`src/hw/spi_byte_pkg.sv`:
```
// Constants, register map and state codes for the byte-wide serial unit.
// Assumes a 32-bit AXI4-Lite register bus and a sampled serial link.
package spi_byte_pkg;

	// ------------------------------------------------------------------
	// Register indices; byte address is four times the index
	// ------------------------------------------------------------------
	localparam logic [7:0] IDX_TX_BYTE = 8'h29;
	localparam logic [7:0] IDX_RX_BYTE = 8'h2A;
	localparam logic [7:0] IDX_CTRL_STAT = 8'h2B;
	localparam logic [9:0] ADDR_TX_BYTE = {IDX_TX_BYTE, 2'h0};
	localparam logic [9:0] ADDR_RX_BYTE = {IDX_RX_BYTE, 2'h0};
	localparam logic [9:0] ADDR_CTRL_STAT = {IDX_CTRL_STAT, 2'h0};
	localparam int MIN_ADDR_W = 10;

	// ------------------------------------------------------------------
	// Control and status field positions
	// ------------------------------------------------------------------
	localparam int BIT_LSB_FIRST = 7;
	localparam int BIT_OVERRUN = 6;
	localparam int BIT_COMPLETE = 5;
	localparam int BIT_TX_EMPTY = 4;
	localparam int BIT_RX_FULL = 3;
	localparam int BIT_PHASE = 2;
	localparam int BIT_POLARITY = 1;
	localparam int BIT_ENABLE = 0;

	// ------------------------------------------------------------------
	// Reset values and link constants
	// ------------------------------------------------------------------
	localparam logic [7:0] RST_BYTE = 8'h00;
	localparam logic RST_TX_EMPTY = 1'b1;
	localparam int BYTE_W = 8;
	localparam logic [3:0] EDGE_LAST = 4'hF;
	localparam logic [2:0] SYNC_RST = 3'h2;

	// ------------------------------------------------------------------
	// Bus responses and register selects
	// ------------------------------------------------------------------
	localparam logic [1:0] RESP_OKAY = 2'h0;
	localparam logic [1:0] RESP_SLVERR = 2'h2;

	typedef enum logic [1:0] {
		SEL_NONE = 2'h0,
		SEL_TX = 2'h1,
		SEL_RX = 2'h2,
		SEL_CSR = 2'h3
	} reg_sel_t;

	typedef enum logic [2:0] {
		ST_OFF = 3'h1,
		ST_IDLE = 3'h2,
		ST_BUSY = 3'h4
	} link_state_t;

endpackage

```
`src/hw/spi_bit_engine.sv`:
```
// Eight-bit shift engine: sends one byte and assembles one byte per transfer.
// Assumes lead and trail are one-cycle pulses from a synchronised serial clock.
`timescale 1ns/1ps
module spi_bit_engine (
	// Clock and reset
	input wire logic sys_clk,
	input wire logic nrst,
	// Control
	input wire logic active,
	input wire logic load,
	input wire logic [7:0] load_byte,
	input wire logic lsb_first,
	input wire logic phase,
	// Link events
	input wire logic lead,
	input wire logic trail,
	input wire logic mosi,
	// Results
	output logic miso_q,
	output logic [7:0] rx_byte_q,
	output logic done_q
);
	import spi_byte_pkg::*;

	logic [7:0] sh_q, sh_d;
	logic [7:0] rx_sh_q, rx_sh_d;
	logic [3:0] cnt_q, cnt_d;
	logic [7:0] rx_byte_d;
	logic [3:0] cnt_m1;
	logic [2:0] idx;
	logic sample;
	logic miso_d;
	logic done_d;

	// ------------------------------------------------------------------
	// Edge counting and bit assembly
	// ------------------------------------------------------------------
	always_comb begin
		sh_d = sh_q;
		rx_sh_d = rx_sh_q;
		cnt_d = cnt_q;
		rx_byte_d = rx_byte_q;
		done_d = 1'b0;
		sample = phase ? trail : lead;
		if (load) begin
			sh_d = load_byte;
			cnt_d = '0;
		end else if (!active) begin
			cnt_d = '0;
		end else if (lead || trail) begin
			if (sample) begin
				rx_sh_d = lsb_first ? {mosi, rx_sh_q[7:1]} : {rx_sh_q[6:0], mosi};
			end
			// Sixteen edges close a byte, so the final clock is always seen
			if (cnt_q == EDGE_LAST) begin
				cnt_d = '0;
				done_d = 1'b1;
				rx_byte_d = rx_sh_d;
			end else begin
				cnt_d = cnt_q + 4'h1;
			end
		end
		cnt_m1 = cnt_d - 4'h1;
		// Phase one holds the first bit until the second leading edge
		if (phase) begin
			idx = (cnt_d == 4'h0) ? 3'h0 : cnt_m1[3:1];
		end else begin
			idx = cnt_d[3:1];
		end
		miso_d = lsb_first ? sh_d[idx] : sh_d[3'h7 - idx];
	end

	always_ff @(posedge sys_clk or negedge nrst) begin
		if (!nrst) begin
			sh_q <= RST_BYTE;
			rx_sh_q <= RST_BYTE;
			cnt_q <= '0;
			rx_byte_q <= RST_BYTE;
			done_q <= 1'b0;
			miso_q <= 1'b0;
		end else begin
			sh_q <= sh_d;
			rx_sh_q <= rx_sh_d;
			cnt_q <= cnt_d;
			rx_byte_q <= rx_byte_d;
			done_q <= done_d;
			miso_q <= miso_d;
		end
	end

endmodule

```
`src/hw/spi_byte_shifter_regs.sv`:
```
// Byte-wide serial unit behind an AXI4-Lite register slave (link slave side).
// Assumes the partner drives serial clock and select; both are sampled here.
//
// How it works
// Write-only transmit byte register, reset zero
// Read-only receive byte register, reset zero
// Control/status register mixes config and flags
// Bit seven chooses LSB-first, else MSB-first
// Software keeps config steady while enabled
// Config and enable accepted in one write
// Overrun sets on unread byte; CSR read clears
// Complete sets after full byte; CSR read clears
// TX empty one at reset/disabled; write clears
// TX empty event only after byte enters shifter
// RX full sets on load; RX read clears
// Phase picks sample and change clock edges
// Polarity sets serial clock idle level
// Enable bit switches the whole function
// Each transfer shifts exactly eight bits both ways
`timescale 1ns/1ps
module spi_byte_shifter_regs #(
	parameter int ADDR_W = 12
) (
	// Clock and reset
	input wire logic sys_clk,
	input wire logic nrst,
	// AXI4-Lite write address
	input wire logic [ADDR_W-1:0] s_axi_awaddr,
	input wire logic s_axi_awvalid,
	output logic s_axi_awready,
	// AXI4-Lite write data
	input wire logic [31:0] s_axi_wdata,
	input wire logic [3:0] s_axi_wstrb,
	input wire logic s_axi_wvalid,
	output logic s_axi_wready,
	// AXI4-Lite write response
	output logic [1:0] s_axi_bresp,
	output logic s_axi_bvalid,
	input wire logic s_axi_bready,
	// AXI4-Lite read address
	input wire logic [ADDR_W-1:0] s_axi_araddr,
	input wire logic s_axi_arvalid,
	output logic s_axi_arready,
	// AXI4-Lite read data
	output logic [31:0] s_axi_rdata,
	output logic [1:0] s_axi_rresp,
	output logic s_axi_rvalid,
	input wire logic s_axi_rready,
	// Serial link
	input wire logic spi_sclk,
	input wire logic spi_ss_n,
	input wire logic spi_mosi,
	output logic spi_miso_o,
	output logic spi_miso_oe,
	// Events
	output logic tx_empty_evt,
	output logic xfer_done_evt
);
	import spi_byte_pkg::*;

	// ------------------------------------------------------------------
	// Elaboration checks
	// ------------------------------------------------------------------
	if (ADDR_W < MIN_ADDR_W || ADDR_W > 32) begin : g_bad_addr_w
		$error("ADDR_W must lie between 10 and 32");
	end

	// ------------------------------------------------------------------
	// Address decode, shared by the write and read paths
	// ------------------------------------------------------------------
	function automatic reg_sel_t decode(input logic [ADDR_W-1:0] a);
		reg_sel_t s;
		s = SEL_NONE;
		if (a == ADDR_W'(ADDR_TX_BYTE)) begin
			s = SEL_TX;
		end else if (a == ADDR_W'(ADDR_RX_BYTE)) begin
			s = SEL_RX;
		end else if (a == ADDR_W'(ADDR_CTRL_STAT)) begin
			s = SEL_CSR;
		end
		return s;
	endfunction

	// ------------------------------------------------------------------
	// Declarations
	// ------------------------------------------------------------------
	logic [ADDR_W-1:0] awaddr_q, awaddr_d;
	logic [31:0] wdata_q, wdata_d, rdata_d;
	logic wstrb0_q, wstrb0_d, aw_got_q, aw_got_d, w_got_q, w_got_d;
	logic awready_d, wready_d, bvalid_d, arready_d, rvalid_d;
	logic [1:0] bresp_d, rresp_d;
	logic do_wr, rd_fire;
	reg_sel_t wr_sel, rd_sel;
	logic [7:0] tx_buf_q, tx_buf_d, rx_buf_q, rx_buf_d, csr_val;
	logic tx_empty_q, tx_empty_d, rx_full_q, rx_full_d, ovr_q, ovr_d, cmp_q, cmp_d;
	logic lsb_q, lsb_d, cpha_q, cpha_d, cpol_q, cpol_d, en_q, en_d;
	link_state_t st_q, st_d;
	logic ss_prev_q, sclk_prev_q, miso_oe_d, tx_evt_d;
	logic sclk_s, ss_n_s, mosi_s, rise, fall, lead, trail, ss_fall;
	logic load, active, eng_miso, eng_done;
	logic [7:0] load_byte, eng_rx;

	// ------------------------------------------------------------------
	// Link input synchronisation
	// ------------------------------------------------------------------
	sync_2ff #(
		.WIDTH(3),
		.RST_VAL(SYNC_RST)
	) u_sync (
		.sys_clk(sys_clk),
		.nrst(nrst),
		.async_in({spi_sclk, spi_ss_n, spi_mosi}),
		.sync_out({sclk_s, ss_n_s, mosi_s})
	);

	assign rise = sclk_s && !sclk_prev_q;
	assign fall = !sclk_s && sclk_prev_q;
	assign lead = cpol_q ? fall : rise;
	assign trail = cpol_q ? rise : fall;
	assign ss_fall = ss_prev_q && !ss_n_s;

	// ------------------------------------------------------------------
	// AXI4-Lite write path
	// ------------------------------------------------------------------
	assign do_wr = aw_got_q && w_got_q && !s_axi_bvalid;
	assign wr_sel = decode(awaddr_q);

	always_comb begin
		awaddr_d = awaddr_q;
		wdata_d = wdata_q;
		wstrb0_d = wstrb0_q;
		aw_got_d = aw_got_q;
		w_got_d = w_got_q;
		bvalid_d = s_axi_bvalid;
		bresp_d = s_axi_bresp;
		if (s_axi_awvalid && s_axi_awready) begin
			awaddr_d = s_axi_awaddr;
			aw_got_d = 1'b1;
		end
		if (s_axi_wvalid && s_axi_wready) begin
			wdata_d = s_axi_wdata;
			wstrb0_d = s_axi_wstrb[0];
			w_got_d = 1'b1;
		end
		if (do_wr) begin
			aw_got_d = 1'b0;
			w_got_d = 1'b0;
			bvalid_d = 1'b1;
			bresp_d = (wr_sel == SEL_NONE) ? RESP_SLVERR : RESP_OKAY;
		end else if (s_axi_bvalid && s_axi_bready) begin
			bvalid_d = 1'b0;
		end
		awready_d = !aw_got_d && !bvalid_d;
		wready_d = !w_got_d && !bvalid_d;
	end

	always_ff @(posedge sys_clk or negedge nrst) begin
		if (!nrst) begin
			awaddr_q <= '0;
			wdata_q <= '0;
			wstrb0_q <= 1'b0;
			aw_got_q <= 1'b0;
			w_got_q <= 1'b0;
			s_axi_awready <= 1'b0;
			s_axi_wready <= 1'b0;
			s_axi_bvalid <= 1'b0;
			s_axi_bresp <= RESP_OKAY;
		end else begin
			awaddr_q <= awaddr_d;
			wdata_q <= wdata_d;
			wstrb0_q <= wstrb0_d;
			aw_got_q <= aw_got_d;
			w_got_q <= w_got_d;
			s_axi_awready <= awready_d;
			s_axi_wready <= wready_d;
			s_axi_bvalid <= bvalid_d;
			s_axi_bresp <= bresp_d;
		end
	end

	// ------------------------------------------------------------------
	// AXI4-Lite read path; read side effects act on the address handshake
	// ------------------------------------------------------------------
	assign rd_fire = s_axi_arvalid && s_axi_arready;
	assign rd_sel = decode(s_axi_araddr);
	assign csr_val = {lsb_q, ovr_q, cmp_q, tx_empty_q, rx_full_q, cpha_q, cpol_q, en_q};

	always_comb begin
		rvalid_d = s_axi_rvalid;
		rdata_d = s_axi_rdata;
		rresp_d = s_axi_rresp;
		if (rd_fire) begin
			rvalid_d = 1'b1;
			rresp_d = RESP_OKAY;
			rdata_d = '0;
			case (rd_sel)
				SEL_RX: rdata_d = {24'h000000, rx_buf_q};
				SEL_CSR: rdata_d = {24'h000000, csr_val};
				SEL_TX: rdata_d = '0;
				default: rresp_d = RESP_SLVERR;
			endcase
		end else if (s_axi_rvalid && s_axi_rready) begin
			rvalid_d = 1'b0;
		end
		arready_d = !rvalid_d;
	end

	always_ff @(posedge sys_clk or negedge nrst) begin
		if (!nrst) begin
			s_axi_rvalid <= 1'b0;
			s_axi_rdata <= '0;
			s_axi_rresp <= RESP_OKAY;
			s_axi_arready <= 1'b0;
		end else begin
			s_axi_rvalid <= rvalid_d;
			s_axi_rdata <= rdata_d;
			s_axi_rresp <= rresp_d;
			s_axi_arready <= arready_d;
		end
	end

	// ------------------------------------------------------------------
	// Transfer sequencing
	// ------------------------------------------------------------------
	// A new byte starts on select falling, or straight after a byte while
	// select stays low; an empty buffer sends zeros rather than stalling.
	always_comb begin
		st_d = st_q;
		load = 1'b0;
		case (st_q)
			ST_OFF: begin
				if (en_q) begin
					st_d = ST_IDLE;
				end
			end
			ST_IDLE: begin
				if (ss_fall) begin
					load = 1'b1;
					st_d = ST_BUSY;
				end
			end
			ST_BUSY: begin
				if (ss_n_s) begin
					st_d = ST_IDLE;
				end else if (eng_done) begin
					load = 1'b1;
				end
			end
			default: st_d = ST_OFF;
		endcase
		if (!en_q) begin
			st_d = ST_OFF;
			load = 1'b0;
		end
		load_byte = tx_empty_q ? RST_BYTE : tx_buf_q;
		active = (st_q == ST_BUSY) && !ss_n_s && en_q;
	end

	spi_bit_engine u_engine (
		.sys_clk(sys_clk),
		.nrst(nrst),
		.active(active),
		.load(load),
		.load_byte(load_byte),
		.lsb_first(lsb_q),
		.phase(cpha_q),
		.lead(lead),
		.trail(trail),
		.mosi(mosi_s),
		.miso_q(eng_miso),
		.rx_byte_q(eng_rx),
		.done_q(eng_done)
	);

	// ------------------------------------------------------------------
	// Registers and flags; a set wins over a same-cycle clear, except that a TX write beats a load on TX empty
	// ------------------------------------------------------------------
	always_comb begin
		tx_buf_d = tx_buf_q;
		tx_empty_d = tx_empty_q;
		rx_buf_d = rx_buf_q;
		rx_full_d = rx_full_q;
		ovr_d = ovr_q;
		cmp_d = cmp_q;
		lsb_d = lsb_q;
		cpha_d = cpha_q;
		cpol_d = cpol_q;
		en_d = en_q;
		tx_evt_d = load && !tx_empty_q;
		if (load) begin
			tx_empty_d = 1'b1;
		end
		if (do_wr && wstrb0_q && wr_sel == SEL_TX) begin
			tx_buf_d = wdata_q[7:0];
			tx_empty_d = 1'b0;
		end
		if (do_wr && wstrb0_q && wr_sel == SEL_CSR) begin
			// Config and enable land together in one write
			lsb_d = wdata_q[BIT_LSB_FIRST];
			cpha_d = wdata_q[BIT_PHASE];
			cpol_d = wdata_q[BIT_POLARITY];
			en_d = wdata_q[BIT_ENABLE];
		end
		if (rd_fire && rd_sel == SEL_CSR) begin
			ovr_d = 1'b0;
			cmp_d = 1'b0;
		end
		if (rd_fire && rd_sel == SEL_RX) begin
			rx_full_d = 1'b0;
		end
		if (eng_done && active) begin
			rx_buf_d = eng_rx;
			rx_full_d = 1'b1;
			cmp_d = 1'b1;
			if (rx_full_q && !(rd_fire && rd_sel == SEL_RX)) begin
				ovr_d = 1'b1;
			end
		end
		if (!en_q) begin
			tx_empty_d = 1'b1;
		end
		miso_oe_d = en_q && !ss_n_s;
	end

	always_ff @(posedge sys_clk or negedge nrst) begin
		if (!nrst) begin
			tx_buf_q <= RST_BYTE;
			tx_empty_q <= RST_TX_EMPTY;
			rx_buf_q <= RST_BYTE;
			rx_full_q <= 1'b0;
			ovr_q <= 1'b0;
			cmp_q <= 1'b0;
			lsb_q <= 1'b0;
			cpha_q <= 1'b0;
			cpol_q <= 1'b0;
			en_q <= 1'b0;
			st_q <= ST_OFF;
			ss_prev_q <= 1'b1;
			sclk_prev_q <= 1'b0;
			spi_miso_oe <= 1'b0;
			tx_empty_evt <= 1'b0;
			xfer_done_evt <= 1'b0;
		end else begin
			tx_buf_q <= tx_buf_d;
			tx_empty_q <= tx_empty_d;
			rx_buf_q <= rx_buf_d;
			rx_full_q <= rx_full_d;
			ovr_q <= ovr_d;
			cmp_q <= cmp_d;
			lsb_q <= lsb_d;
			cpha_q <= cpha_d;
			cpol_q <= cpol_d;
			en_q <= en_d;
			st_q <= st_d;
			ss_prev_q <= ss_n_s;
			sclk_prev_q <= sclk_s;
			spi_miso_oe <= miso_oe_d;
			tx_empty_evt <= tx_evt_d;
			xfer_done_evt <= eng_done && active;
		end
	end

	// Engine output is already a flop; no extra stage keeps setup margin
	assign spi_miso_o = eng_miso;

endmodule

```
`src/hw/sync_2ff.sv`:
```
// Two-flop synchroniser for a group of asynchronous levels.
// Assumes each bit is an independent level; no bus coherence is implied.
`timescale 1ns/1ps
module sync_2ff #(
	parameter int WIDTH = 1,
	parameter logic [WIDTH-1:0] RST_VAL = '0
) (
	// Clock and reset
	input wire logic sys_clk,
	input wire logic nrst,
	// Levels
	input wire logic [WIDTH-1:0] async_in,
	output logic [WIDTH-1:0] sync_out
);

	logic [WIDTH-1:0] meta_q;

	// First stage feeds only the second stage
	always_ff @(posedge sys_clk or negedge nrst) begin
		if (!nrst) begin
			meta_q <= RST_VAL;
			sync_out <= RST_VAL;
		end else begin
			meta_q <= async_in;
			sync_out <= meta_q;
		end
	end

endmodule
```
`config.mk`:
```
export PLATFORM = sky130hd
export DESIGN_NAME = spi_byte_shifter_regs
export DESIGN_NICKNAME = d
export VERILOG_FILES = /design/src/hw/spi_byte_pkg.sv /design/src/hw/spi_bit_engine.sv /design/src/hw/spi_byte_shifter_regs.sv /design/src/hw/sync_2ff.sv
export SDC_FILE = /design/constraint.sdc
export NUM_CORES = 1
export LEC_CHECK = 0
export BUFFER_PORTS_ARGS = -buffer_cell sky130_fd_sc_hd__buf_4
export CAP_MARGIN = 10
export CORE_ASPECT_RATIO = 1.2
export CORE_MARGIN = 2
export CORE_UTILIZATION = 48
export CTS_CLUSTER_DIAMETER = 50
export DETAILED_ROUTE_END_ITERATION = 12
export GPL_TIMING_DRIVEN = 1
export PLACE_DENSITY = 0.85
export RECOVER_POWER = 25
export SLEW_MARGIN = 20
export SYNTH_ARGS = -nofsm -noshare
export SYNTH_HDL_FRONTEND = slang
export SYNTH_SLANG_ARGS = --single-unit
```
`constraint.sdc`:
```
create_clock -name sys_clk -period 2.49 [get_ports sys_clk]
set_input_delay 0.249 -clock sys_clk [delete_from_list [all_inputs] [get_ports sys_clk]]
set_output_delay 0.249 -clock sys_clk [all_outputs]
set_load 0.01 [all_outputs]
```
[Word-level counts from Yosys, hierarchy flattened]
Index checks and enable logic that the tools add are counted.
Word-level totals
  bits in registers: 132
  input bits: 70
  logic and storage cells: 161
Operators by class
  bitwise logic cells: 1
  $lt $le $gt $ge: 2
  reductions and logical operators: 42
  add/subtract/negate cells: 3
  multiplexer cells: 58
  equality and inequality tests: 18
Operators by type and width (number)
  $eq A12 B8 Y1 const B: 6
  $mux W1: 32
  $mux W8: 4
  $logic_and A1 B1 Y1: 23
  $mux W2: 8
  $mux W4: 4
  $pmux W8 S2: 1
  $mux W3: 5
  $logic_not A1 Y1: 10
  $pmux W3 S3: 1
  $lt A3 B4 Y1 const B: 2
  $bmux W1 S3: 2
  $eq A2 B2 Y1 const B: 3
  $add A4 B1 Y4 const B: 1
  $eq A2 B1 Y1 const B: 2
  $eq A4 B4 Y1 const B: 1
  $logic_not A4 Y1: 1
  $reduce_and A4 Y1: 1
  $reduce_bool A2 Y1: 2
  $sub A4 B1 Y4 const B: 1
  $eq A3 B1 Y1 const B: 1
  $eq A3 B2 Y1 const B: 1
  $eq A3 B3 Y1 const B: 1
  $ne A3 B1 Y1 const B: 1
  other kinds (10): 10

[Depth between registers and ports, before layout]
  word-level depth: 14
  depth in mapped cells: 10
  mapped depth without buffers: 9

[Modules after synthesis]
Synthesis repeated with hierarchy kept, for this count alone.
Second synthesis, totals
  cell total of the unflattened synthesis: 422
  area total of the unflattened synthesis: 5034.8 um^2
Modules (own cells, without submodules)
  spi_byte_shifter_regs: cells an instance 245, times used 1, seq. area each 1755.4 um^2, area each 3191.8 um^2
  spi_bit_engine: cells an instance 171, times used 1, seq. area each 750.7 um^2, area each 1690.4 um^2
  sync_2ff: cells an instance 6, times used 1, seq. area each 152.6 um^2, area each 152.6 um^2

[Worst setup path before layout]
No wires, ideal clock.
  path kind: register -> register
  from: reg en_q
  to: reg u_engine.miso_q
  setup slack: -107 ps
  period minus slack after synthesis: 2597 ps
  cell stages (with the launch flop): 10
  arrival time: 2477 ps
  buffers on the path: 2
  required time: 2370 ps
  cell sequence: dfrtp_1 -> or3b_1 -> buf_2 -> or3_1 -> buf_6 -> nor3_4 -> mux2_1 -> a222oi_1 -> nand3_1 -> and3_1
On the way
  longest elaborated chain between the ends: 10
  elaborated cells on any way between the ends: 15
  those cells by class: add/sub: 2; mux: 11; reduce/logical: 2
Ends and longest elaborated chain
  start: declaration: line spi_byte_shifter_regs.sv:96  | logic lsb_q, lsb_d, cpha_q, cpha_d, cpol_q, cpol_d, en_q, en_d;
  start signal: assignment: line spi_byte_shifter_regs.sv:353  | en_q <= en_d;
  $logic_and A1 B1 Y1: line spi_byte_shifter_regs.sv:256  | active = (st_q == ST_BUSY) && !ss_n_s && en_q;
  $mux W4: line spi_bit_engine.sv:48  | end else if (!active) begin
  $mux W4: line spi_bit_engine.sv:45  | if (load) begin
  $sub A4 B1 Y4 or $logic_not A4 Y1 (tied branches): line spi_bit_engine.sv:63, spi_bit_engine.sv:66
  $mux W3: line spi_bit_engine.sv:66  | idx = (cnt_d == 4'h0) ? 3'h0 : cnt_m1[3:1];
  $mux W3: line spi_bit_engine.sv:65  | if (phase) begin
  $sub A3 B3 Y3: line spi_bit_engine.sv:70  | miso_d = lsb_first ? sh_d[idx] : sh_d[3'h7 - idx];
  $bmux W1 S3: line spi_bit_engine.sv:70
  $mux W1 (not written as such): line spi_bit_engine.sv:70
  $mux W1 (*): line spi_bit_engine.sv:70
  net u_engine.miso_d: line spi_bit_engine.sv:32  | logic miso_d;
  end signal: assignment: line spi_bit_engine.sv:87  | miso_q <= miso_d;
  end: declaration: line spi_bit_engine.sv:19  | output logic miso_q,
The timed path passes the listed nets; every way through them passes the cells marked *. The select of a mux whose other input is x is not followed.
A chain may end at the register's enable or synchronous reset.

[Worst setup path after layout]
  from: reg st_q[0]
  to: reg u_engine.miso_q
On the way
  longest elaborated chain between the ends: 12
  elaborated cells on any way between the ends: 19
  those cells by class: add/sub: 2; eq/ne: 2; mux: 12; reduce/logical: 3
Ends and longest elaborated chain
  start: declaration: line spi_byte_shifter_regs.sv:97  | link_state_t st_q, st_d;
  start signal: assignment: line spi_byte_shifter_regs.sv:354  | st_q <= st_d;
  branches (longest 11 deep; another with $sub A4 B1 Y4)
  $mux W1 (*): line spi_bit_engine.sv:70
  net u_engine.miso_d: line spi_bit_engine.sv:32
Mark *: on every way through the listed nets, which the timed path passes. The select of a mux whose other input is x is not followed.

==> key figures <==
GRT
  – Overflow after GRT: 0
  – Largest net degree at the start of global routing: 56
  – Initial antenna violation count: 0
  – First-pass GRT wire length: 14.70 mm
  – Vias in the first global route: 3271
  – GRT Overall Usage: 17.31%

Synth
  – Post-synthesis cell count: 404
  – Yosys top cell area share: 52.82%
  – Post-synthesis sequential area ratio: 55.57%
  – Synthesis warning total: 0
  – Top post-synthesis cells by area: dfrtp_1 (53%), mux2_2 (13%), buf_4 (4.1%)
  – Post-synth ARST share: 100.0%
  – Syn Area/Cell: 11.84 um^2
  – Main synth FF type: dfrtp_1
  – Post-synth EDFFs: 0
  – Post-Syn Area: 4785 um^2
  – Synth area leader: dfrtp_1
  – Seq cells post-synth: 106
  – Synth cell types: 53

Worst setup path
  – Slowest-stage cell, CP: dfstp_2
  – Worst reg2reg path startpoint: st_q[0]
  – Worst Reg-to-Reg Cells: 8
  – Max FO, Critical Path: 5
  – CP max stage delay: 0.39 ns
  – CP Capture Type: flip-flop
  – Crit-path cells: or3b_4 > or3_4 > buf_4 > o211ai_1 > mux2i_2 > a222oi_1 > nand3_1 > and3_1
  – Crit. Startpoint: st_q[0]
  – Startpoint Class: flip-flop
  – Reg-to-reg endpoint: u_engine.miso_q
  – Critical path required time: 2.72 ns
  – Crit Path Class: reg2reg
  – CP arrival: 2.76 ns
  – Reg-to-reg slack, setup: -0.04 ns

Cells and area
  – Area Growth Syn to Fin: 22.33%
  – Final #Nets: 561
  – Share of post-route cells with drive strength above 1: 38.38%
  – Post-route core utilization: 60.89%
  – Ant. Diodes: 0
  – Non-filler cells, final: 618

Clocking
  – TritonCTS Buffers: 9
  – CTS tree: done
  – CTS root buffer: clkbuf_16
  – CTS Buffer Depth: 2
  – Clock Pin Slew Worst Setup and Hold Paths: 0.07 ns
  – Clk sinks: 106
  – Worst-Skew Late Latency: 0.34 ns
  – Clock H-tree levels: 3

Status
  – Status: finished, violations left
  – Violated checks: negative setup slack

Timing
  – Final period utilization: 101.5%
  – Post-route setup TNS: -0.03768 ns
  – Unrepaired setup endpoints after global routing: yes
  – Skew final: 0.007364 ns
  – Final setup viols: 1
  – Count of final hold-check violations: 0
  – Fmax: 395.6 MHz
  – Worst Slack Setup Final: -0.03768 ns
  – Slew Limit Fails: 0
  – Final min period: 2.528 ns
  – Rel. slew slack: 56.09%
  – Min Hold Slack: 0.01940 ns
  – Tightest Pin Transition: 0.6586 ns

Detailed routing
  – Detailed-router iteration count before antenna repair: 4
  – Vias: 3306
  – Antenna-violating nets left: 0
  – Final wirelength: 9.390 mm
  – Routed WL per cell: 15.19 um
  – Iter 0 DRT Violations: 215
  – Number of remaining DRC errors: 0
  – Via density: 5.350

Power
  – Cell leakage power: 2.740 nW
  – Pwr Density: 713.0 nW/um^2
  – Peak VDD IR: 0.6132 mV

Floorplanning
  – Initial Utilization: 49.77%
  – Die Y: 113.4 um
  – FP Rows: 39
  – Die ar.: 10790 um^2
  – Boundary pin count: 115
  – CORE AREA: 9613 um^2
  – Die X: 95.14 um

Place
  – DP HPWL: 6.350 mm
  – IO buf count: 61
  – GPL Wtd Cong: 0.8837
  – Placed insts: 597

Worst hold path
  – Hold Path Sink: u_sync.meta_q[1]
  – Worst Hold Depth: 1
  – Hold WC Path Type: in2reg
  – Hold Path Origin: spi_ss_n

Job
  – Max cap viols: 0
-- repair_timing --
item / in CTS / in global routing
hold endpoints to repair: 27 / 0
pin swaps: 3 / 4
setup endpoints to repair: 1 / 1
hold buffers: 1 / 0
buffers inserted: 0 / 4
resized for setup: 3 / 13
cloned: 0 / 0
-- worst max-delay path, delay by kind of cell (launching register included) --
| kind | cells | cell delay (ns) |
|---|---|---|
| compound gates | 2 | 0.64 |
| simple gates | 4 | 1.04 |
| buf+inv | 1 | 0.17 |
| mux | 1 | 0.18 |
| flops | 1 | 0.39 |
-- cell families after synthesis --
kind of cell             count (synthesis)  synth area share [%]
flip-flops                             106                 55.57
XOR/XNOR                                 4                0.7324
AND/OR/NAND/NOR                        103                 11.38
buffers and inverters                   51                 6.381
AO/OA/AOI/OAI                           60                 7.740
other                                    1               0.07838
multiplexers                            78                 17.86
adder cells (fa/ha/maj)                  1                0.2615
-- flip-flops by register name, summed over array words and instances, names as in the netlist, 3 cells and up --
signal              count
awaddr_q               12
rx_buf_q                8
s_axi_rdata             8
st_q                    3
tx_buf_q                8
u_engine.cnt_q          4
u_engine.rx_byte_q      8
u_engine.rx_sh_q        8
u_engine.sh_q           8
u_sync.meta_q           3
u_sync.sync_out         3
wdata_q                 8
-- how the worst max path moves through the flow --
stage                            to
floorplan           u_engine.miso_q
global placement    u_engine.miso_q
detailed placement  u_engine.miso_q
CTS                 u_engine.miso_q
global route        u_engine.miso_q
finish              u_engine.miso_q
-- cell usage after synthesis (2+ instances only) --
cell type / number
a21o_1: 2
a21oi_1: 10
a222oi_1: 2
a31oi_1: 4
a32oi_1: 2
and2_1: 3
buf_4: 26
buf_6: 2
clkbuf_1: 11
dfrtp_1: 101
dfstp_2: 5
inv_1: 10
mux2_1: 2
mux2_2: 57
mux2i_1: 19
nand2_1: 38
nand2b_1: 8
nand3_1: 3
nand3b_1: 2
nand4_1: 3
nor2_1: 13
nor2b_1: 3
nor3_1: 5
nor3b_1: 4
nor4_1: 4
o211ai_1: 2
o21a_1: 3
o21ai_0: 28
or2_2: 4
or3_1: 3
xnor2_1: 3
-- layer usage --
metal / wire (um) / part of all wire [%] / up-vias / GRT usage (%)
met2: 4913 / 52 / 128 / 29.67
li1: - / - / 1536 / -
met4: 123 / 1.3 / 0 / 7.536
met5: 0 / 0 / - / 0
met1: 3742 / 40 / 1628 / 20.75
met3: 610 / 6.5 / 14 / 3.831
-- through the flow --
step / setup WS (ns) / area, um^2 / power, W
floorplan: -0.02606 / 4892 / 0.002495
global placement: 0.05665 / 5426 / 0.002663
detailed placement: -0.06262 / 5426 / 0.002705
CTS: -0.04987 / 5773 / 0.004209
global route: -0.1976 / 5853 / 0.004362
finish: -0.03768 / 5853 / 0.004174
-- power breakdown --
part | internal, W | total [W] | switching [W]
combinational | 0.000321 | 0.000570 | 0.000249
sequential | 0.00196 | 0.00211 | 0.000145
clock | 0.000905 | 0.00150 | 0.000591
-- cells in the final DEF, fill, tap and decap left out, drive strengths merged, types with 8 or more instances in the layout --
cell	count
dfrtp	101
buf	86
mux2	59
nand2	38
o21ai	28
conb	26
mux2i	19
nor2	14
clkbuf	14
a21oi	11
inv	11
nand2b	8
-- layout make-up --
type,count,area [um^2]
Fill cell,758,3760
Sequential cell,106,2661
Multi-Input combinational cell,272,1986
Timing Repair Buffer,90,690.7
Clock buffer,11,242.7
Tap cell,123,153.9
Clock inverter,5,77.57
Inverter,11,41.29
Power figures use the tool's default switching activity.
